File: config.mk
export PLATFORM = sky130hd
export DESIGN_NAME = apsp_ctrl
export DESIGN_NICKNAME = d
export VERILOG_FILES = /design/src/verilog/apsp_pkg.sv /design/src/verilog/apsp_ctrl.sv
export SDC_FILE = /design/constraint.sdc
export NUM_CORES = 1
export LEC_CHECK = 0
export ABC_CLOCK_PERIOD_IN_PS = 2700
export BUFFER_PORTS_ARGS = -buffer_cell sky130_fd_sc_hd__buf_2
export CAP_MARGIN = 40
export CORE_MARGIN = 4
export CORE_UTILIZATION = 45
export DETAILED_ROUTE_END_ITERATION = 10
export GPL_TIMING_DRIVEN = 0
export PLACE_DENSITY = 0.75
export SYNTH_ARGS = -nofsm -noshare
export SYNTH_HDL_FRONTEND = slang
export SYNTH_SLANG_ARGS = --single-unit
File: constraint.sdc
create_clock -name clk_sys -period 2.7 [get_ports clk_sys]
set_input_delay 0.54 -clock clk_sys [delete_from_list [all_inputs] [get_ports clk_sys]]
set_output_delay 0.54 -clock clk_sys [all_outputs]
set_load 0.05 [all_outputs]
File: src/verilog/apsp_pkg.sv
// Package: constants and types for the power stage protection controller
package apsp_pkg;

    // Clock rate and timing figures
    localparam int CLK_HZ = 200_000_000;
    localparam int SHORT_STEP_MS = 15;
    localparam int SHORT_STEP_CYC = (CLK_HZ / 1000) * SHORT_STEP_MS;
    localparam int RESET_GAP_MS = 4;
    localparam int RESET_GAP_CYC = (CLK_HZ / 1000) * RESET_GAP_MS;

    // Register map (word byte addresses)
    localparam logic [3:0] ADDR_CTRL = 4'h0;
    localparam logic [3:0] ADDR_STATUS = 4'h4;
    localparam logic [3:0] ADDR_STEP = 4'h8;
    localparam logic [3:0] ADDR_ID = 4'hc;

    // Control fields
    localparam int CTRL_CFG_LSB = 0;
    localparam int CTRL_PKG_BIT = 2;
    localparam int CTRL_RESET_GAP_BIT = 3;
    localparam logic [31:0] CTRL_RESET = 32'h0000_0000;
    // Identity word: value is arbitrary
    localparam logic [31:0] BLOCK_ID = 32'h5a5a_0001;

    // Output configurations
    typedef enum logic [1:0] {
        CFG_BRIDGE_TIED = 2'b00,
        CFG_PARALLEL_BRIDGE = 2'b01,
        CFG_SINGLE_ENDED = 2'b10
    } apsp_cfg_t;

    // Protection sequencer states
    typedef enum logic [2:0] {
        ST_POWER_OFF = 3'b000,
        ST_CHECK_GND = 3'b001,
        ST_CHECK_SUPPLY = 3'b010,
        ST_SHORT_HOLD = 3'b011,
        ST_RUN = 3'b100,
        ST_FAULT = 3'b101,
        ST_RESET_HELD = 3'b110
    } apsp_state_t;

endpackage
File: src/verilog/apsp_ctrl.sv
// Protection sequencer for a four half-bridge class-D power stage
//
// Added by the designer: the Avalon-MM slave port and the placing of the registers.
`timescale 1ns/1ps
module apsp_ctrl (
    // Clock, reset, enable
    input wire logic clk_sys,
    input wire logic rst_n,
    input wire logic clk_en,
    // Avalon-MM slave
    input wire logic [3:0] avs_address,
    input wire logic avs_read,
    input wire logic avs_write,
    input wire logic [31:0] avs_writedata,
    input wire logic [3:0] avs_byteenable,
    output logic [31:0] avs_readdata,
    output logic avs_waitrequest,
    // Analog comparator inputs
    input wire logic logic_supply_ok,
    input wire logic [3:0] gate_drive_supply_ok,
    input wire logic short_gnd_det,
    input wire logic short_supply_det,
    input wire logic temp_above_100,
    input wire logic temp_above_125,
    input wire logic temp_above_155,
    input wire logic overload_det,
    input wire logic overcurrent_det,
    // Controller reset pin
    input wire logic reset_pin_n,
    // Power stage drive
    output logic bridge_enable,
    output logic weak_pulldown_en,
    output logic short_test_gnd,
    output logic short_test_supply,
    // Open-drain status pins: output forced low while enable high; ready is a plain output with no enable
    output logic shutdown_n_o,
    output logic shutdown_n_oe,
    output logic thermal_warning_low_o,
    output logic thermal_warning_low_oe,
    output logic thermal_warning_high_o,
    output logic thermal_warning_high_oe,
    output logic ready
);

    ////////////////////////////////////////////////////////////////////////////
    // Synchronisers
    // Every comparator and the reset pin are asynchronous to the oscillator.
    // Two flops cost two cycles of latency, far below any protection timing.
    localparam int NSYNC = 13;
    logic [NSYNC-1:0] sync1_r, sync2_r, raw_in;
    assign raw_in = {reset_pin_n, overcurrent_det, overload_det, temp_above_155, temp_above_125,
                     temp_above_100, short_supply_det, short_gnd_det, gate_drive_supply_ok, logic_supply_ok};
    always_ff @(posedge clk_sys) begin
        if (!rst_n) begin
            sync1_r <= '0;
            sync2_r <= '0;
        end else if (clk_en) begin
            sync1_r <= raw_in;
            sync2_r <= sync1_r;
        end
    end
    logic s_logic_ok, s_gate_ok, s_sh_gnd, s_sh_sup, s_t100, s_t125, s_t155, s_ovl, s_ocp, s_rst_n;
    assign s_logic_ok = sync2_r[0];
    assign s_gate_ok = &sync2_r[4:1];
    assign s_sh_gnd = sync2_r[5];
    assign s_sh_sup = sync2_r[6];
    assign s_t100 = sync2_r[7];
    assign s_t125 = sync2_r[8];
    assign s_t155 = sync2_r[9];
    assign s_ovl = sync2_r[10];
    assign s_ocp = sync2_r[11];
    assign s_rst_n = sync2_r[12];

    ////////////////////////////////////////////////////////////////////////////
    // Register file
    logic [31:0] ctrl_r, ctrl_nxt;
    logic [31:0] step_r, step_nxt;
    logic [31:0] rdata_r, rdata_nxt;
    logic ack_r, ack_nxt;
    logic [31:0] status_word;

    function automatic logic [31:0] be_merge(input logic [31:0] old, input logic [31:0] wd,
                                             input logic [3:0] be);
        logic [31:0] r;
        r = old;
        for (int i = 0; i < 4; i++) begin
            if (be[i]) begin
                r[i*8 +: 8] = wd[i*8 +: 8];
            end
        end
        return r;
    endfunction

    // One wait cycle per access; write takes effect at the edge waitrequest is low
    assign avs_waitrequest = (avs_read || avs_write) && !ack_r;

    always_comb begin
        ctrl_nxt = ctrl_r;
        step_nxt = step_r;
        rdata_nxt = rdata_r;
        ack_nxt = 1'b0;
        if ((avs_read || avs_write) && !ack_r) begin
            ack_nxt = 1'b1;
            if (avs_read) begin
                unique case (avs_address)
                    apsp_pkg::ADDR_CTRL: rdata_nxt = ctrl_r;
                    apsp_pkg::ADDR_STATUS: rdata_nxt = status_word;
                    apsp_pkg::ADDR_STEP: rdata_nxt = step_r;
                    apsp_pkg::ADDR_ID: rdata_nxt = apsp_pkg::BLOCK_ID;
                    default: rdata_nxt = 32'h0000_0000;
                endcase
            end
        end
        if (avs_write && ack_r) begin
            if (avs_address == apsp_pkg::ADDR_CTRL) begin
                ctrl_nxt = be_merge(ctrl_r, avs_writedata, avs_byteenable);
            end else if (avs_address == apsp_pkg::ADDR_STEP) begin
                step_nxt = be_merge(step_r, avs_writedata, avs_byteenable);
            end
        end
    end

    always_ff @(posedge clk_sys) begin
        if (!rst_n) begin
            ctrl_r <= apsp_pkg::CTRL_RESET;
            step_r <= 32'(apsp_pkg::SHORT_STEP_CYC);
            rdata_r <= 32'h0000_0000;
            ack_r <= 1'b0;
        end else if (clk_en) begin
            ctrl_r <= ctrl_nxt;
            step_r <= step_nxt;
            rdata_r <= rdata_nxt;
            ack_r <= ack_nxt;
        end
    end
    assign avs_readdata = rdata_r;

    apsp_pkg::apsp_cfg_t cfg;
    logic pkg_64pin;
    assign cfg = apsp_pkg::apsp_cfg_t'(ctrl_r[apsp_pkg::CTRL_CFG_LSB +: 2]);
    assign pkg_64pin = ctrl_r[apsp_pkg::CTRL_PKG_BIT];

    ////////////////////////////////////////////////////////////////////////////
    // Protection sequencer
    apsp_pkg::apsp_state_t st_r, st_nxt;
    logic ote_r, ote_nxt;
    logic ovl_r, ovl_nxt;
    logic rst_d_r, rst_d_nxt;
    logic [31:0] cnt_r, cnt_nxt;
    logic [31:0] gap_r, gap_nxt;
    logic gap_err_r, gap_err_nxt;
    logic sd_int;
    logic uv;
    logic rst_rise;
    logic gap_clr;

    // Writing one to bit CTRL_RESET_GAP_BIT (bit 3) at the STATUS address clears the early-reset flag.
    // The clear is applied before the sequencer looks at the reset edge,
    // so a set in the same cycle wins and no violation is lost.
    assign gap_clr = avs_write && ack_r && (avs_address == apsp_pkg::ADDR_STATUS) &&
                     avs_writedata[apsp_pkg::CTRL_RESET_GAP_BIT];

    // Any single supply low counts; supplies are monitored independently
    assign uv = !s_logic_ok || !s_gate_ok;
    assign rst_rise = s_rst_n && !rst_d_r;

    always_comb begin
        st_nxt = st_r;
        ote_nxt = ote_r || s_t155;
        ovl_nxt = ovl_r || s_ovl;
        rst_d_nxt = s_rst_n;
        cnt_nxt = cnt_r;
        gap_nxt = gap_r;
        // Clear first, so that a set below in this cycle overrides it
        gap_err_nxt = gap_err_r && !gap_clr;
        unique case (st_r)
            apsp_pkg::ST_POWER_OFF: begin
                ovl_nxt = 1'b0;
                ote_nxt = 1'b0;
                cnt_nxt = 32'h0000_0000;
                if (!uv) begin
                    if (cfg == apsp_pkg::CFG_SINGLE_ENDED) begin
                        st_nxt = apsp_pkg::ST_RUN;
                    end else begin
                        st_nxt = apsp_pkg::ST_CHECK_GND;
                    end
                end
            end
            apsp_pkg::ST_CHECK_GND: begin
                cnt_nxt = cnt_r + 32'h0000_0001;
                if (s_sh_gnd) begin
                    st_nxt = apsp_pkg::ST_SHORT_HOLD;
                end else if (cnt_r >= step_r) begin
                    st_nxt = apsp_pkg::ST_CHECK_SUPPLY;
                    cnt_nxt = 32'h0000_0000;
                end
            end
            apsp_pkg::ST_CHECK_SUPPLY: begin
                cnt_nxt = cnt_r + 32'h0000_0001;
                if (s_sh_sup) begin
                    st_nxt = apsp_pkg::ST_SHORT_HOLD;
                end else if (cnt_r >= step_r) begin
                    st_nxt = apsp_pkg::ST_RUN;
                end
            end
            apsp_pkg::ST_SHORT_HOLD: begin
                // Short gone: rerun from the ground step
                if (!s_sh_gnd && !s_sh_sup) begin
                    st_nxt = apsp_pkg::ST_CHECK_GND;
                    cnt_nxt = 32'h0000_0000;
                end
            end
            apsp_pkg::ST_RUN: begin
                if (!s_rst_n) begin
                    st_nxt = apsp_pkg::ST_RESET_HELD;
                end else if (ote_nxt || ovl_nxt) begin
                    st_nxt = apsp_pkg::ST_FAULT;
                end
            end
            apsp_pkg::ST_FAULT: begin
                if (!s_rst_n) begin
                    st_nxt = apsp_pkg::ST_RESET_HELD;
                end
            end
            apsp_pkg::ST_RESET_HELD: begin
                ote_nxt = 1'b0;
                ovl_nxt = 1'b0;
                if (rst_rise) begin
                    st_nxt = apsp_pkg::ST_RUN;
                    gap_err_nxt = gap_err_r || (gap_r < 32'(apsp_pkg::RESET_GAP_CYC));
                end
            end
            default: st_nxt = apsp_pkg::ST_POWER_OFF;
        endcase
        // Logic supply loss means a fresh startup later
        if (!s_logic_ok) begin
            st_nxt = apsp_pkg::ST_POWER_OFF;
        end
        // Time since shutdown fell, for the reset spacing flag
        if (sd_int) begin
            gap_nxt = 32'h0000_0000;
        end else if (gap_r != 32'hffff_ffff) begin
            gap_nxt = gap_r + 32'h0000_0001;
        end
    end

    always_ff @(posedge clk_sys) begin
        if (!rst_n) begin
            st_r <= apsp_pkg::ST_POWER_OFF;
            ote_r <= 1'b0;
            ovl_r <= 1'b0;
            rst_d_r <= 1'b0;
            cnt_r <= 32'h0000_0000;
            gap_r <= 32'h0000_0000;
            gap_err_r <= 1'b0;
        end else if (clk_en) begin
            st_r <= st_nxt;
            ote_r <= ote_nxt;
            ovl_r <= ovl_nxt;
            rst_d_r <= rst_d_nxt;
            cnt_r <= cnt_nxt;
            gap_r <= gap_nxt;
            gap_err_r <= gap_err_nxt;
        end
    end

    ////////////////////////////////////////////////////////////////////////////
    // Outputs
    logic checking, fault_any, w_low, w_high;
    assign checking = (st_r == apsp_pkg::ST_CHECK_GND) || (st_r == apsp_pkg::ST_CHECK_SUPPLY) ||
                      (st_r == apsp_pkg::ST_SHORT_HOLD) || (st_r == apsp_pkg::ST_POWER_OFF);
    assign fault_any = uv || ote_r || ovl_r || (st_r == apsp_pkg::ST_FAULT);

    always_comb begin
        if (checking) begin
            sd_int = 1'b0;
        end else if (st_r == apsp_pkg::ST_RESET_HELD) begin
            sd_int = 1'b1;
        end else begin
            sd_int = !fault_any;
        end
    end

    assign bridge_enable = (st_r == apsp_pkg::ST_RUN) && !uv && !ote_r && !ovl_r && s_rst_n;
    assign weak_pulldown_en = (st_r == apsp_pkg::ST_RESET_HELD) && (cfg != apsp_pkg::CFG_SINGLE_ENDED);
    assign short_test_gnd = (st_r == apsp_pkg::ST_CHECK_GND);
    assign short_test_supply = (st_r == apsp_pkg::ST_CHECK_SUPPLY);
    assign ready = bridge_enable && !s_ocp;

    assign w_low = pkg_64pin && s_t100;
    assign w_high = s_t125;

    assign shutdown_n_o = 1'b0;
    assign shutdown_n_oe = !sd_int;
    assign thermal_warning_low_o = 1'b0;
    assign thermal_warning_low_oe = w_low;
    assign thermal_warning_high_o = 1'b0;
    assign thermal_warning_high_oe = w_high;

    // Status word layout, low bits first:
    // state code in the three lowest bits,
    // then the internal shutdown level (high = released),
    // then bridge switching,
    // then the live undervoltage condition,
    // then the latched thermal error,
    // then the latched overload,
    // then ready,
    // then the flag for a reset edge that came too soon after shutdown.
    // Upper bits read as zero.
    assign status_word = {22'h0, gap_err_r, ready, ovl_r, ote_r, uv, bridge_enable, sd_int, st_r};

endmodule

# Yosys cells after proc, flatten, opt, wreduce, memory -nomap -nowiden
# Cells that the tools add are included.
dict set report classes {
  n_addsub 2
  n_lt_le_gt_ge 2
  eq_ne 20
  mux 27
  bitwise_logic 1
  n_reduce_logical 57
}
# operator count
set ops {}
lappend ops {{32-bit one-hot mux with 4 select lines} 2}
lappend ops {{32-bit 2-to-1 mux} 5}
lappend ops {{32-bit by 1-bit adder with 32-bit output, second input constant} 2}
lappend ops {{3-bit 2-to-1 mux} 12}
lappend ops {{32-bit greater-or-equal comparator} 1}
lappend ops {{32-bit by 20-bit less-than comparator with 1-bit output, second input constant} 1}
lappend ops {{32-bit inequality test, second input constant} 1}
lappend ops {{3-bit one-hot mux with 7 select lines} 1}
lappend ops {{4-bit AND reduction} 5}
lappend ops {{5-bit AND reduction} 4}
lappend ops {{1-bit logical AND} 14}
lappend ops {{1-bit logical NOT} 13}
lappend ops {{1-bit logical OR} 12}
lappend ops {{3-bit inequality test, second input constant} 4}
lappend ops {{3-bit == test, second input constant} 3}
lappend ops {{4-bit == test, second input constant} 2}
lappend ops {{4-bit by 2-bit inequality test with 1-bit output, second input constant} 2}
lappend ops {{8-bit AND reduction} 1}
lappend ops {{1-bit 2-to-1 mux} 7}
lappend ops {{3-bit by 2-bit == test with 1-bit output, second input constant} 2}
lappend ops {{3-bit AND reduction} 2}
lappend ops {{4-bit by 3-bit == test with 1-bit output, second input constant} 1}
lappend ops {{4-bit logical NOT} 1}
lappend ops {{2-bit inequality test, second input constant} 2}
lappend ops {{9 further kinds} 9}
dict set report totals {
  regBits 194
  in_bits 58
  out_inout_bits 44
  word_cells 128
}

# Longest topological paths before layout
dict set report depth {
  ltp_word 11
  mapped_depth 11
  ltp_nobuf 9
}

# Worst setup path before layout
# No wires, ideal clock.
dict set report synth_path {
  path_kind {register to register}
  from {reg st_r[2]}
  to {reg rdata_r[8], in the netlist avs_readdata[8]}
  setup_time_ps 67
  arrival_ps 2733
  required_time_ps 2633
  slack_ps -100
  path_stages_with_launch 9
  synth_period_minus_slack_ps 2800
  path_cell_list {dfxtp_1 > clkbuf_1 > nor4bb_1 > and4_1 > nor2b_1 > mux2i_1 > o22ai_1 > a22oi_1 > nor2b_1}
}
dict set report synth_between {
  elab_chain_len 7
}
# element line_no
set synth_lines {}
lappend synth_lines {{start: declaration} apsp_ctrl.sv:145} ;# apsp_pkg::apsp_state_t st_r, st_nxt;
lappend synth_lines {{start signal: assignment} apsp_ctrl.sv:249} ;# st_r <= apsp_pkg::ST_POWER_OFF;
lappend synth_lines {{start signal: assignment} apsp_ctrl.sv:257} ;# st_r <= st_nxt;
lappend synth_lines {{3-bit == test} apsp_ctrl.sv:284} ;# assign bridge_enable = (st_r == apsp_pkg::ST_RUN) && !uv && !ote_r && !ovl_r && s_rst_n;
lappend synth_lines {{1-bit logical AND (4 in series)} apsp_ctrl.sv:284}
lappend synth_lines {{via bridge_enable} apsp_ctrl.sv:31} ;# output logic bridge_enable,
lappend synth_lines {{1-bit logical AND} apsp_ctrl.sv:288} ;# assign ready = bridge_enable && !s_ocp;
lappend synth_lines {{via ready} apsp_ctrl.sv:42} ;# output logic ready
lappend synth_lines {{32-bit one-hot mux with 4 select lines} apsp_ctrl.sv:105} ;# unique case (avs_address)
lappend synth_lines {{end signal: assignment} apsp_ctrl.sv:132} ;# rdata_r <= rdata_nxt;
lappend synth_lines {{end: declaration} apsp_ctrl.sv:78} ;# logic [31:0] rdata_r, rdata_nxt;
# The timed path passes the listed nets, and every way through them passes these cells.
# A chain may end at the register's enable or synchronous reset.

# Final worst setup path
dict set report layout_path {
  from {reg cnt_r[13]}
  to {reg cnt_r[24]}
}
dict set report layout_between {
  elab_chain_len 4
  word_cells_on_any_way 5
  classes_between {add/sub (1); order compare (1); mux (3)}
}
# element line_no
set layout_lines {}
lappend layout_lines {{start: declaration} apsp_ctrl.sv:149} ;# logic [31:0] cnt_r, cnt_nxt;
lappend layout_lines {{start signal: assignment} apsp_ctrl.sv:261} ;# cnt_r <= cnt_nxt;
lappend layout_lines {{32-bit by 1-bit adder with 32-bit output / 32-bit greater-or-equal comparator (equally long branches)} {apsp_ctrl.sv:190, apsp_ctrl.sv:199, apsp_ctrl.sv:193}}
lappend layout_lines {{32-bit 2-to-1 mux} apsp_ctrl.sv:193} ;# end else if (cnt_r >= step_r) begin
lappend layout_lines {{32-bit 2-to-1 mux} apsp_ctrl.sv:191} ;# if (s_sh_gnd) begin
lappend layout_lines {{32-bit one-hot mux with 4 select lines (*)} apsp_ctrl.sv:176} ;# unique case (st_r)
# Mark *: on every way between the ends. The rest lies on a longest branch, timed or not.

==> results.yml <==
status:
  status: "finished with violations"
  violations: "setup timing"
power:
  cellLeakagePower_nw: 4.197
  power_mw: 6.041
  p_clk_share_pct: 45.6
  max-vdd-ir-drop_mv: 0.4159
  pwr-share-comb_pct: 6.4
  power.internal_mw: 4.595
  power_frac_seq_pct: 48.1
  powerDensity_nw_per_um2: 543.5
  swShare_pct: 23.95
  switchingPower_mw: 1.447
sta:
  max_slew.worst_pin.slew_ps: 861.5
  finalHoldViolCount: 0
  period_share_pct: 100.5
  relSlewSlack_pct: 42.36
  fmax_mhz: 368.4
  setup-violations-final: 13
  slew_violations: 0
  fin_crit_ps: 2714
  skew_ps: 11.11
  whs_ps: 356.9
  fin_ws_ps: -14.16
  grt_setup_unrepaired: "yes"
layout:
  diodes: 0
  fillCellCount: 1823
  area_growth_pct: 18.22
  drive_above_1_share_pct: 15.84
  final_common_cell: "dfxtp_1"
  fin_cells: 1507
  layout.nets: 1316
  mostFrequentLayoutCells: "dfxtp_1 (189), nand2_1 (127), nand3_1 (98)"
critical_path:
  ff2ff_path_depth: 10
  cp-start-kind: "flop"
  rrSetupSlack_ps: -10
  required_ps: 3030
  critPathKind: "reg -> reg"
  cp-end-kind: "flop"
  r2r-start: "cnt_r[13]"
  crit_arrival_ps: 3050
  critPathMaxFanout: 5
  r2r-end: "cnt_r[24]"
  crit_start: "cnt_r[13]"
clocking:
  cts_sinks: 194
  cts_root_buffer: "clkbuf_16"
  insertion_delay_ps: 440
  cts_tree: "yes"
  cts.htree.levels: 4
  cts_inserted_buffers: 17
  clockBufferDepth: 2
  hold_buffers: 0
  clk_pin_slew_ps: 70
floorplanning:
  die-height_microns: 152.5
  die-area_sq_um: 23270
  die_w_microns: 152.5
  ios: 102
  rows: 52
  core_area_sq_um: 20360
  start_util_pct: 46.17
logic_synthesis:
  syn_inst: 1105
  synth_seq_area_share_pct: 41.31
  synthArstFlopShare_pct: 0
  syn_avg_cell_area_sq_um: 8.508
  synthesis.area_sq_um: 9402
  synth-main-ff-cell: "dfxtp_1"
  synth_edf_count: 0
  yosysWarnings: 0
  ys_ff_latch: 194
  synth_cell_types: 64
detailed_routing:
  finalWirelength_microns: 26680
  dr.first_iter.drc_count: 835
  viasPerCell: 5.654
  vias: 8521
  ant_nets: 0
  first_pass_iters: 5
  drc_errors: 0
  avgRoutedWirePerCell_microns: 17.71
grt:
  grt_pass1_vias: 8265
  grt_max_degree: 18
  overflow: 0
  grt_pass1_wl_microns: 42890
  antenna_found_initial: 0
  track_usage_pct: 22.43
placement:
  placed_cells: 1469
  portBuffers: 91
  place.detailed.hpwl_microns: 19580
  gp_congestion: 0.9262
hold_path:
  holdPathStages: 3
  hp-class: "in -> reg"
  hold_start: "temp_above_100"
  worstHoldEndpoint: "sync1_r[7]"
job:
  drv_cap: 0
worst max-delay path, cell delays in order (launching register included):
cell and delay (ps):
dfxtp_1 380, ha_4 290, nand4_1 120, nor3_2 320, or4b_4 540, a31oi_4 270
o31ai_4 130, o21ai_2 190, buf_6 180, clkbuf_16 150, nor2_1 40
layout make-up:
type | count | area, sq um | share of cell area (%)
buffer | 63 | 282.8 | 2.544
clock buffer | 18 | 429.2 | 3.861
clock inverter | 14 | 201.4 | 1.812
inverter | 43 | 161.4 | 1.452
multi-input combinational | 806 | 5251 | 47.25
sequential | 194 | 3890 | 35.00
tap | 270 | 337.8 | 3.040
timing repair buffer | 99 | 560.5 | 5.043
cells in the mapped netlist (27+ instances only):
cell type | n | area [sq um]
a21oi_1 | 42 | 210.2
nor2b_1 | 62 | 387.9
a21boi_0 | 60 | 450.4
nor2_1 | 84 | 315.3
o21ai_0 | 27 | 135.1
nand3_1 | 98 | 490.5
dfxtp_1 | 194 | 3884
mux2i_1 | 36 | 360.4
clkbuf_1 | 53 | 198.9
xnor2_1 | 27 | 236.5
inv_1 | 43 | 161.4
nand2_1 | 127 | 476.7
ha_1 | 34 | 425.4
xor2_1 | 27 | 236.5
registers in the layout, indices dropped and copies added (netlist names):
name and flops:
step_r 32, ote_r 1, ovl_r 1, rst_d_r 1, cnt_r 32, st_r 3, gap_err_r 1, ack_r 1
avs_readdata 32, gap_r 32, ctrl_r 32, sync2_r 13, sync1_r 13
per-stage QoR:
step | setup WS, ps | TNS, ps | area [sq um] | utilization [%]
finish | -14.16 | -119.0 | 11110 | 54.58
global route | -66.66 | -1519 | 11110 | 54.58
CTS | 25.69 | 0 | 10910 | 53.56
detailed placement | -558.1 | -16560 | 10220 | 50.17
global placement | -436.9 | -21060 | 10200 | 50.11
floorplan | 162.0 | 0 | 9412 | -
layer usage:
layer  share of wire, %  track usage (%)  wire (microns)  up-vias
li1                   -                -               -     4050
met1                 44            29.94           11750     4133
met2                 47            36.30           12510      286
met3                6.5            4.374            1734       52
met4                2.6            8.104             690        0
met5                  0                0               0        -
power groups by stage:
stage | sequential (mW) | combinational (mW) | clock [mW]
after floorplan | 2.98 | 0.209 | 0
after CTS | 2.90 | 0.361 | 2.77
after global placement | 2.97 | 0.351 | 0
final | 2.90 | 0.384 | 2.75
after detailed placement | 2.97 | 0.357 | 0
after global routing | 2.91 | 0.410 | 2.90
timing repair:
action,CTS,global route
gates resized for setup,12,33
gates cloned,0,2
pin swaps,2,13
setup buffers,1,3
endpoints found under the setup margin,46,44
logic make-up after synthesis:
family	share of synthesized area [%]
other	0.03989
DFF	41.31
muxes	5.630
AOI/OAI and AO/OA	13.73
xor gates and xnor gates	5.031
buffers and inverters	4.631
and+or+nand+nor	25.10
adders and majority gates	4.525
worst max-delay path by stage:
stage | end | slack, ps | cells after the start
after detailed placement | avs_readdata[18] | -560 | 8
after CTS | cnt_r[29] | 30 | 11
after global placement | avs_readdata[29] | -440 | 8
after floorplan | avs_readdata[8] | 160 | 8
after global routing | cnt_r[30] | -70 | 10
final | cnt_r[24] | -10 | 10
(Power assumes the default switching activity.)
